==> src/core/amm_pkg.sv <==
`default_nettype none
package amm_pkg;
    localparam logic [31:0] MBOX_ADDR0 = 32'hff000010;
    localparam logic [31:0] MBOX_ADDR1 = 32'hff000030;
    localparam logic [31:0] ACK_ADDR0 = 32'hff000000;
    localparam logic [31:0] ACK_ADDR1 = 32'hff000020;
    localparam logic [31:0] INT_CTRL_RST = 32'hff000000;
    localparam int MBOX_WORDS = 4;
    localparam int PRIO_LSB = 16;
    localparam int PRIO_MSB = 20;
    localparam int PRIO_FLAG_BIT = 3;
    localparam logic [2:0] ACK_CODE = 3'h4;
    localparam logic [7:0] I0_MSG_SEL = 8'h00;
    localparam int NUM_VECTORS = 248;
    localparam logic [7:0] VEC_LOW = 8'h08;
    typedef enum logic [2:0] {
        AMM_IDLE = 3'b000,
        AMM_READ = 3'b001,
        AMM_ACK = 3'b010,
        AMM_PRIO = 3'b011,
        AMM_ACT = 3'b100
    } amm_state_t;
endpackage
`default_nettype wire

==> src/core/amm_if.sv <==
`timescale 1ns/1ps
`default_nettype none
interface amm_if;
    logic rd;
    logic wr;
    logic [31:0] addr;
    logic [31:0] wdata;
    logic [31:0] rdata;
    logic rvalid;
    logic msg_pin;
    modport device (output rd, output wr, output addr, output wdata,
        input rdata, input rvalid, input msg_pin);
    modport other (input rd, input wr, input addr, input wdata,
        output rdata, output rvalid, output msg_pin);
endinterface
`default_nettype wire

==> src/core/amm_device.sv <==
`timescale 1ns/1ps
`default_nettype none
module amm_device (
    input wire logic ref_clk,
    input wire logic resetn,
    input wire logic clk_en,
    amm_if.device bus,
    input wire logic processor_index,
    input wire logic mirror_en,
    input wire logic ext_msg_en,
    input wire logic prio_event,
    input wire logic [4:0] prio_event_val,
    input wire logic self_msg,
    input wire logic [31:0] self_msg_data,
    input wire logic ctrl_wr,
    input wire logic [31:0] ctrl_wdata,
    input wire logic direct_interrupt_zero,
    output logic [31:0] int_ctrl,
    output logic [4:0] cur_prio,
    output logic msg_done,
    output logic [31:0] msg_word0,
    output logic svc_now,
    output logic posted,
    output logic [7:0] svc_vector,
    output logic busy
);
    // ------------------------------------------------
    // state and decode
    // ------------------------------------------------
    amm_pkg::amm_state_t st_r;
    logic [1:0] cnt_r;
    logic [31:0] w0_r;
    logic prio_pend_r;
    logic [4:0] new_prio_r;
    logic rd_r, wr_r;
    logic [31:0] addr_r, wdata_r;
    wire [31:0] mbox_addr = processor_index ? amm_pkg::MBOX_ADDR1
                                            : amm_pkg::MBOX_ADDR0;
    wire [31:0] ack_addr = processor_index ? amm_pkg::ACK_ADDR1
                                           : amm_pkg::ACK_ADDR0;
    wire msg_mode = int_ctrl[7:0] == amm_pkg::I0_MSG_SEL;
    wire ext_msg = msg_mode && bus.msg_pin;
    wire [4:0] msg_prio = w0_r[amm_pkg::PRIO_MSB:amm_pkg::PRIO_LSB];
    wire [7:0] msg_vec = w0_r[7:0];
    wire vec_ok = msg_vec >= amm_pkg::VEC_LOW;
    wire [31:0] prio_word = {11'h000, new_prio_r, 12'h000, 4'h8};
    wire [31:0] ack_word = {27'h0, 2'h0, amm_pkg::ACK_CODE};
    wire in_act = st_r == amm_pkg::AMM_ACT;
    wire higher = msg_prio > cur_prio;
    wire take_int = in_act && vec_ok;
    wire raise_prio = take_int && higher;
    wire in_idle = st_r == amm_pkg::AMM_IDLE;
    // a new priority event defers the mirror write to carry the latest
    wire mirror_go = in_idle && !self_msg && !ext_msg && prio_pend_r
                     && !prio_event;
    assign bus.rd = rd_r;
    assign bus.wr = wr_r;
    assign bus.addr = addr_r;
    assign bus.wdata = wdata_r;
    // ------------------------------------------------
    // sequencer
    // ------------------------------------------------
    always_ff @(posedge ref_clk or negedge resetn) begin
        if (!resetn) begin
            st_r <= amm_pkg::AMM_IDLE;
            cnt_r <= 2'h0;
            w0_r <= 32'h0;
            rd_r <= 1'b0;
            wr_r <= 1'b0;
            addr_r <= 32'h0;
            wdata_r <= 32'h0;
            busy <= 1'b0;
        end else if (clk_en) begin
            rd_r <= 1'b0;
            wr_r <= 1'b0;
            case (st_r)
                amm_pkg::AMM_IDLE: begin
                    busy <= 1'b0;
                    if (self_msg) begin
                        w0_r <= self_msg_data;
                        st_r <= amm_pkg::AMM_ACT;
                        busy <= 1'b1;
                    end else if (ext_msg) begin
                        rd_r <= 1'b1;
                        addr_r <= mbox_addr;
                        cnt_r <= 2'h0;
                        busy <= 1'b1;
                        st_r <= amm_pkg::AMM_READ;
                    end else if (mirror_go) begin
                        wr_r <= 1'b1;
                        addr_r <= ack_addr;
                        wdata_r <= prio_word;
                    end
                end
                amm_pkg::AMM_READ: begin
                    if (bus.rvalid) begin
                        if (cnt_r == 2'h0) begin
                            w0_r <= bus.rdata;
                        end
                        cnt_r <= cnt_r + 2'h1;
                        if (cnt_r == 2'(amm_pkg::MBOX_WORDS - 1)) begin
                            st_r <= amm_pkg::AMM_ACK;
                        end
                    end
                end
                amm_pkg::AMM_ACK: begin
                    wr_r <= 1'b1;
                    addr_r <= ack_addr;
                    wdata_r <= ack_word;
                    st_r <= amm_pkg::AMM_ACT;
                end
                amm_pkg::AMM_ACT: begin
                    st_r <= amm_pkg::AMM_PRIO;
                end
                // one spare cycle lets the released pin read low before idle
                amm_pkg::AMM_PRIO: begin
                    st_r <= amm_pkg::AMM_IDLE;
                end
                default: begin
                    st_r <= amm_pkg::AMM_IDLE;
                end
            endcase
        end
    end
    // ------------------------------------------------
    // interrupt control setting
    // ------------------------------------------------
    always_ff @(posedge ref_clk or negedge resetn) begin
        if (!resetn) begin
            int_ctrl <= amm_pkg::INT_CTRL_RST;
        end else if (clk_en && ctrl_wr) begin
            int_ctrl <= ctrl_wdata;
        end
    end
    // ------------------------------------------------
    // running priority and its external mirror
    // ------------------------------------------------
    always_ff @(posedge ref_clk or negedge resetn) begin
        if (!resetn) begin
            cur_prio <= 5'h00;
            prio_pend_r <= 1'b0;
            new_prio_r <= 5'h00;
        end else if (clk_en) begin
            if (mirror_go) begin
                prio_pend_r <= 1'b0;
            end
            if (prio_event) begin
                cur_prio <= prio_event_val;
                if (mirror_en) begin
                    prio_pend_r <= 1'b1;
                    new_prio_r <= prio_event_val;
                end
            end
            if (raise_prio) begin
                cur_prio <= msg_prio;
                if (ext_msg_en) begin
                    prio_pend_r <= 1'b1;
                    new_prio_r <= msg_prio;
                end
            end
        end
    end
    // ------------------------------------------------
    // message results
    // ------------------------------------------------
    always_ff @(posedge ref_clk or negedge resetn) begin
        if (!resetn) begin
            msg_done <= 1'b0;
            msg_word0 <= 32'h0;
            svc_now <= 1'b0;
            posted <= 1'b0;
            svc_vector <= 8'h00;
        end else if (clk_en) begin
            msg_done <= in_act;
            svc_now <= take_int && higher;
            posted <= take_int && !higher;
            if (in_act) begin
                msg_word0 <= w0_r;
            end
            if (take_int) begin
                svc_vector <= msg_vec;
            end
        end
    end
    // direct_interrupt_zero is unused in every mode; it only feeds unused_ok
    wire unused_ok = direct_interrupt_zero;
endmodule
`default_nettype wire

==> src/flat_wrapper.sv <==
// flat-port wrapper written by rule: the top's interface ports become plain ports
module amm_device_flat 
  (ref_clk, resetn, clk_en, processor_index, mirror_en, ext_msg_en, prio_event, prio_event_val, self_msg, self_msg_data, ctrl_wr, ctrl_wdata, direct_interrupt_zero, int_ctrl, cur_prio, msg_done, msg_word0, svc_now, posted, svc_vector, busy, bus_rd, bus_wr, bus_addr, bus_wdata, bus_rdata, bus_rvalid, bus_msg_pin);
  amm_if bus_i ();
  input wire logic ref_clk;
  input wire logic resetn;
  input wire logic clk_en;
  input wire logic processor_index;
  input wire logic mirror_en;
  input wire logic ext_msg_en;
  input wire logic prio_event;
  input wire logic [4:0] prio_event_val;
  input wire logic self_msg;
  input wire logic [31:0] self_msg_data;
  input wire logic ctrl_wr;
  input wire logic [31:0] ctrl_wdata;
  input wire logic direct_interrupt_zero;
  output logic [31:0] int_ctrl;
  output logic [4:0] cur_prio;
  output logic msg_done;
  output logic [31:0] msg_word0;
  output logic svc_now;
  output logic posted;
  output logic [7:0] svc_vector;
  output logic busy;
  output wire logic [$bits(bus_i.rd)-1:0] bus_rd;
  output wire logic [$bits(bus_i.wr)-1:0] bus_wr;
  output wire logic [$bits(bus_i.addr)-1:0] bus_addr;
  output wire logic [$bits(bus_i.wdata)-1:0] bus_wdata;
  input wire logic [$bits(bus_i.rdata)-1:0] bus_rdata;
  input wire logic [$bits(bus_i.rvalid)-1:0] bus_rvalid;
  input wire logic [$bits(bus_i.msg_pin)-1:0] bus_msg_pin;
  assign bus_rd = bus_i.rd;
  assign bus_wr = bus_i.wr;
  assign bus_addr = bus_i.addr;
  assign bus_wdata = bus_i.wdata;
  assign bus_i.rdata = bus_rdata;
  assign bus_i.rvalid = bus_rvalid;
  assign bus_i.msg_pin = bus_msg_pin;
  amm_device u_core (.ref_clk(ref_clk), .resetn(resetn), .clk_en(clk_en), .bus(bus_i), .processor_index(processor_index), .mirror_en(mirror_en), .ext_msg_en(ext_msg_en), .prio_event(prio_event), .prio_event_val(prio_event_val), .self_msg(self_msg), .self_msg_data(self_msg_data), .ctrl_wr(ctrl_wr), .ctrl_wdata(ctrl_wdata), .direct_interrupt_zero(direct_interrupt_zero), .int_ctrl(int_ctrl), .cur_prio(cur_prio), .msg_done(msg_done), .msg_word0(msg_word0), .svc_now(svc_now), .posted(posted), .svc_vector(svc_vector), .busy(busy));
endmodule
==> config.mk <==
export PLATFORM = sky130hd
export DESIGN_NAME = amm_device_flat
export DESIGN_NICKNAME = d
export VERILOG_FILES = /design/src/core/amm_pkg.sv /design/src/core/amm_if.sv /design/src/core/amm_device.sv /design/src/flat_wrapper.sv
export SDC_FILE = /design/constraint.sdc
export NUM_CORES = 1
export LEC_CHECK = 0
export BUFFER_PORTS_ARGS = -buffer_cell sky130_fd_sc_hd__clkbuf_2
export CAP_MARGIN = 20
export CORE_MARGIN = 5
export CORE_UTILIZATION = 40
export CTS_BUF_LIST = sky130_fd_sc_hd__clkbuf_4 sky130_fd_sc_hd__clkbuf_8 sky130_fd_sc_hd__clkbuf_16
export DETAILED_ROUTE_END_ITERATION = 7
export PLACE_DENSITY = 0.71
export SYNTH_ARGS = -nofsm -noshare
export SYNTH_HDL_FRONTEND = slang
export SYNTH_SLANG_ARGS = --single-unit
==> constraint.sdc <==
create_clock -name ref_clk -period 2.1 [get_ports ref_clk]
set_clock_uncertainty 0.2 [all_clocks]
set_input_delay 0.42 -clock ref_clk [delete_from_list [all_inputs] [get_ports ref_clk]]
set_output_delay 0.42 -clock ref_clk [all_outputs]
set_load 0.01 [all_outputs]
==> impl_metrics.tcl, run 1 <==
set metrics [dict create \
    via_count 4927 \
    clock_latency_ps 420 \
    hold-path-endpoint "u_core.int_ctrl[20]" \
    remaining_drc_errors 0 \
    drive_gt1_frac 0.404 \
    period_minus_slack_ps 2060 \
    hold_viol 0 \
    cts_tree "done" \
    die_x_um 136 \
    avgSynthCellArea_um2 10.3 \
    min_path_cells 2 \
    crit_buf_inv 1 \
    clock-sinks 136 \
    maxSlewViolCount 0 \
    syn_inst 616 \
    grt_pass1_vias 4818 \
    powerDensity_nw_per_um2 1400 \
    setup_viol 0 \
    via_per_inst 4.60 \
    hp-start "ctrl_wdata[20]" \
    grt_first_pass_wirelength_mm 24.6 \
    finish.utilization 0.528 \
    end_kind "flop" \
    syn_to_final_growth_pct 30.6 \
    critPathMaxStageDelay_ps 350 \
    r2r_slack_ps 40 \
    num_rows 46 \
    drtIter0Drc 197 \
    hold_class "in2reg" \
    ir_worst_vdd_mv 0.592 \
    grt.overflow.total 0 \
    cp.arrival_ps 2180 \
    port_buffers 211 \
    fillers 1492 \
    grt_start_max_net_pins 65 \
    wirelength_mm 15.8 \
    netlist_area_um2 6350 \
    synth.distinct_cells 46 \
    rsz0062_at_grt "yes" \
    yosysWarnings 0 \
    antennaDiodeCount 0 \
    max_freq_ghz 0.484 \
    whs_ps 33.8 \
    core_area_um2 15700 \
    ys_seq_area_frac 0.537 \
    clk_pin_slew_ps 60 \
    antenna_found_initial 0 \
    worstSetupPathType "reg2reg" \
    start_kind "flop" \
    drtPass1Iterations 4 \
    antenna_left 0 \
    root_buffer "clkbuf_16" \
    die_area_um2 18500 \
    initial_utilization 0.404 \
    rr_startpoint "u_core.cur_prio[1]" \
    nets 962 \
    r2r_cells 7 \
    p_leak_nw 4.20 \
    crit_required_ps 2210 \
    cp_max_fo 6 \
    h-tree-depth 4 \
    cp_slowest_cell "dfrtp_1" \
    track_usage 0.170 \
    p_total_mw 11.6 \
    postLayoutSetupSlackWorst_ps 35.2 \
    cts_buffer_depth 2 \
    status "finished clean" \
    cpLargestDelayFamily "compound AO/OA/AOI/OAI gates" \
    io-pin-count 260 \
    relSlewSlack 0.639 \
    drt-wirelength-per-cell_um 14.7 \
    dp_hpwl_mm 11.6 \
    die_h_um 136 \
    place_congestion 0.765 \
    cap_violations 0 \
    worst_pin_slew_ps 541 \
    crit_chain "inv_1 > ha_1 > and3_4 > mux2i_4 > o21ai_2 > o31a_4 > a221oi_2" \
    post-route-period-util 0.983 \
    ys_ff_latch 136 \
    cts_buffers 17 \
    pre_cts_ws_ps 29.0 \
    r2r_end "u_core.new_prio_r[1]" \
]
-- registers in the layout (all words and copies together) (netlist names) --
signal and count:
u_core.bus.addr 3, u_core.cur_prio 5, u_core.bus.wr 1, u_core.bus.rd 1, u_core.st_r 3, u_core.posted 1, u_core.int_ctrl 32, u_core.bus.wdata 7
u_core.prio_pend_r 1, u_core.msg_word0 32, u_core.new_prio_r 5, u_core.cnt_r 2, u_core.w0_r 32, u_core.msg_done 1, u_core.svc_vector 8, u_core.busy 1
u_core.svc_now 1
-- layer usage --
layer / vias up / track usage / routed length [um]
li1: 2407 / - / -
met1: 2350 / 0.212 / 6420
met2: 149 / 0.288 / 8160
met3: 21 / 0.0422 / 923
met4: 0 / 0.0599 / 289
met5: - / 0 / 0
-- cells in the final DEF (no fill, tap or decap), drive strengths merged, types with 2 or more instances in the layout --
cell,count
buf,34
ha,7
mux2i,34
o21a,3
clkbuf,227
conb,47
a21oi,44
clkinv,4
a22o,5
and2,6
nor3b,2
inv,29
nor2,40
nor3,6
o22ai,8
clkinvlp,4
nand2b,8
nor4,2
o21ai,12
nand3,9
a221oi,5
dfrtp,128
and3,2
mux2,34
a211oi,5
nand2,131
dfstp,8
-- what timing repair did --
item | 4_1_cts | 5_1_grt
resized for setup | 0 | 13
hold buffers | 1 | 0
endpoints found under the setup margin | 0 | 15
buffers inserted | 0 | 2
endpoints found under the hold margin | 41 | 0
-- area by class of cell --
class	count	area (um2)	area share
multi-input combinational	419	2550	0.307
tap	216	270	0.0326
inverter	23	86.3	0.0104
timing repair buffer	245	1410	0.170
clock buffer	17	425	0.0513
clock inverter	15	143	0.0172
sequential	136	3410	0.411
-- worst register-to-register path, cell delays in order, from the launching register on --
cell and delay [ps]:
dfrtp_1 350, inv_1 50, ha_1 310, and3_4 200
mux2i_4 160, o21ai_2 100, o31a_4 330, a221oi_2 280
-- how the worst max path moves through the flow --
| stage | from | to | slack, ps | depth (start not counted) |
|---|---|---|---|---|
| global route | u_core.cur_prio[1] | u_core.new_prio_r[1] | -40 | 7 |
| detailed placement | u_core.cur_prio[1] | u_core.new_prio_r[1] | 30 | 7 |
| CTS | u_core.cur_prio[1] | u_core.new_prio_r[1] | 8 | 7 |
| finish | u_core.cur_prio[1] | u_core.new_prio_r[1] | 40 | 7 |
| global placement | u_core.cur_prio[1] | u_core.new_prio_r[3] | 80 | 7 |
| floorplan | u_core.cur_prio[1] | u_core.new_prio_r[1] | 20 | 8 |
-- synthesized netlist by cell type (all sizes together) --
cell type / instances / area share
a211oi: 5 / 0.0059
a21o: 1 / 0.0012
a21oi: 44 / 0.035
a221oi: 5 / 0.012
a22o: 5 / 0.0069
a31oi: 1 / 0.00099
and2: 6 / 0.0059
and3: 2 / 0.0020
and3b: 1 / 0.0014
buf: 70 / 0.079
clkbuf: 14 / 0.0083
conb: 1 / 0.00059
dfrtp: 128 / 0.50
dfstp: 8 / 0.033
ha: 7 / 0.014
inv: 23 / 0.014
mux2: 34 / 0.060
mux2i: 34 / 0.054
nand2: 131 / 0.078
nand2b: 8 / 0.0079
nand3: 9 / 0.0079
nand4b: 1 / 0.0024
nor2: 40 / 0.025
nor2b: 1 / 0.00099
nor3: 6 / 0.0047
nor3b: 2 / 0.0041
nor4: 2 / 0.0030
o2111ai: 1 / 0.0014
o21a: 3 / 0.0035
o21ai: 12 / 0.010
o22ai: 8 / 0.0079
o31a: 1 / 0.0028
or3: 1 / 0.0018
or4b: 1 / 0.0016
-- power breakdown --
group	internal (mW)	switching [mW]
registers	3.67	0.633
clock network	1.65	1.20
logic	1.99	2.48
total	7.30	4.31
-- cell families (layout without fill, tap and decap cells) --
logic type / count (synthesis) / count (layout) / synth area share
other: 1 / 47 / 0.000590
AO/OA/AOI/OAI: 86 / 86 / 0.0877
buffers and inverters: 107 / 300 / 0.100
multiplexers: 68 / 68 / 0.114
adder cells (fa/ha/maj): 7 / 7 / 0.0138
AND/OR/NAND/NOR: 211 / 211 / 0.146
flip-flops: 136 / 136 / 0.537
-- metrics by stage --
| stage | area, um2 | cells | TNS, ps |
|---|---|---|---|
| final | 8300 | 1071 | 0 |
| after global routing | 8300 | 1071 | -203 |
| after CTS | 8220 | 1069 | 0 |
| after detailed placement | 7640 | 1036 | 0 |
| after global placement | 7640 | 1036 | 0 |
| after floorplan | 6520 | 662 | 0 |
Note: power is estimated with default switching activity, not from simulation.
==> run 2: changes to the inputs <==
==> constraint.sdc (replaced) <==
create_clock -name ref_clk -period 2.1 [get_ports ref_clk]
set_clock_uncertainty 0.2 [all_clocks]
set_input_delay 0.42 -clock ref_clk [delete_from_list [all_inputs] [get_ports ref_clk]]
set_output_delay 0.42 -clock ref_clk [all_outputs]
set_load 0.02 [all_outputs]
==> impl_metrics.tcl, run 2 (synthesis results as in run 1) <==
set metrics [dict create \
    period_minus_slack_ps 2120 \
    cp.arrival_ps 2230 \
    num_rows 46 \
    hold_class "in2reg" \
    critPathMaxStageDelay_ps 410 \
    syn_to_final_growth_pct 32.4 \
    drtIter0Drc 290 \
    cap_violations 0 \
    final_cells 1069 \
    cp_slowest_cell "o31a_4" \
    cts_buffers 17 \
    max_freq_ghz 0.472 \
    port_buffers 211 \
    cts_tree "done" \
    violations "negative setup slack" \
    grt_pass1_vias 4844 \
    finalInstanceArea_um2 8410 \
    via_per_inst 4.54 \
    io-pin-count 260 \
    rsz0062_at_grt "yes" \
    mostFrequentLayoutCell "clkbuf_2" \
    grt_start_max_net_pins 65 \
    antenna_left 0 \
    end_kind "flop" \
    placed_cells 1036 \
    maxSlewViolCount 0 \
    clock-sinks 136 \
    hold_viol 0 \
    drt-wirelength-per-cell_um 14.3 \
    wirelength_mm 15.3 \
    drtPass1Iterations 4 \
    crit_chain "inv_2 > ha_4 > nand2_2 > mux2i_4 > o21ai_2 > o31a_4 > a221oi_4" \
    cp_max_fo 6 \
    crit_buf_inv 1 \
    track_usage 0.167 \
    clock_latency_ps 410 \
    clk_pin_slew_ps 60 \
    regArea_um2 3420 \
    die_x_um 136 \
    h-tree-depth 4 \
    antennaDiodeCount 0 \
    core_area_um2 15700 \
    start_kind "flop" \
    root_buffer "clkbuf_16" \
    pre_cts_ws_ps -115 \
    multi_input_area_um2 2600 \
    die_h_um 136 \
    mostFrequentLayoutCells "clkbuf_2 (210), nand2_1 (129), dfrtp_1 (124)" \
    clkPwrFrac 0.260 \
    via_count 4851 \
    grt_first_pass_wirelength_mm 24.3 \
    reg_top3 "u_core.int_ctrl (32), u_core.msg_word0 (32), u_core.w0_r (32)" \
    antenna_found_initial 0 \
    nets 960 \
    grt.overflow.total 0 \
    p_int_mw 7.93 \
    crit_required_ps 2210 \
    remaining_drc_errors 0 \
    ir_worst_vdd_mv 0.633 \
    postLayoutSetupSlackWorst_ps -17.5 \
    die_area_um2 18500 \
    dp_hpwl_mm 11.4 \
    worstSetupPathType "reg2reg" \
    post_dp_cell_area_um2 7620 \
    drive_gt1_frac 0.413 \
    finish.utilization 0.535 \
    place_congestion 0.802 \
    powerDensity_nw_per_um2 1510 \
    post-route-period-util 1.01 \
    switching_power_mw 4.76 \
    cpLargestDelayFamily "compound AO/OA/AOI/OAI gates" \
    cts_buffer_depth 2 \
    whs_ps 38.0 \
    setup_viol 7 \
    fillers 1457 \
    comb_power_share 0.401 \
    p_leak_nw 4.22 \
    p_sw_frac 0.375 \
    initial_utilization 0.404 \
    status "finished, violations left" \
    seqPwrFrac 0.339 \
]
==> run 2: power by group through the flow <==
stage | Clock [mW] | Combinational (mW) | Sequential, mW
global route | 3.52 | 5.57 | 4.44
finish | 3.30 | 5.08 | 4.30
global placement | 0 | 4.75 | 4.27
floorplan | 0 | 2.42 | 4.99
detailed placement | 0 | 4.84 | 4.30
CTS | 3.38 | 4.99 | 4.30
==> run 2: worst register-to-register path: cells and delay by family, from the launching register on <==
kind,cells,cell delay [ps]
and+or+nand+nor,1,100
muxes,1,250
AOI/OAI and AO/OA,3,800
buffers and inverters,1,70
adders and majority gates,1,210
DFF,1,400
==> run 2: path summary, 6_finish.rpt <==
kind                                    start              endpoint  slack [ps]  cells past startpoint
max                        u_core.cur_prio[4]  u_core.new_prio_r[1]         -20                      7
min                            ctrl_wdata[11]   u_core.int_ctrl[11]          40                      2
max reg2reg                u_core.cur_prio[4]  u_core.new_prio_r[1]         -20                      7
min reg2reg                   u_core.w0_r[24]  u_core.msg_word0[24]         260                      2
max in group asynchronous              resetn   u_core.int_ctrl[25]         840                      3
min in group asynchronous              resetn  u_core.msg_word0[15]         230                      2
==> run 2: timing repair <==
item	in CTS	in global routing
pin swaps	8	4
setup buffers	1	0
gates resized for setup	9	10
setup endpoints to repair	5	10
endpoints found under the hold margin	87	0
hold buffers	1	0
==> run 2: final cells by class <==
| cell class | instances | share of cell area |
|---|---|---|
| multi-input combinational | 419 | 0.309 |
| clock inverter | 9 | 0.0190 |
| clock buffer | 23 | 0.0604 |
| timing repair buffer | 243 | 0.163 |
| sequential | 136 | 0.406 |
| tap | 216 | 0.0321 |
| inverter | 23 | 0.0103 |
==> run 2: per-layer routing <==
metal | vias to the layer above | part of all wire | GRT usage
li1 | 2405 | - | -
met3 | 20 | 0.051 | 0.0359
met4 | 0 | 0.017 | 0.0605
met2 | 129 | 0.51 | 0.282
met1 | 2297 | 0.42 | 0.211
met5 | - | 0 | 0
==> run 2: stage by stage <==
step | setup TNS [ps] | total power, mW
2_1_floorplan | 0 | 7.41
3_3_place_gp | -268 | 9.01
3_5_place_dp | -505 | 9.14
4_1_cts | -52.6 | 12.7
5_1_grt | -682 | 13.5
6_report | -63.9 | 12.7
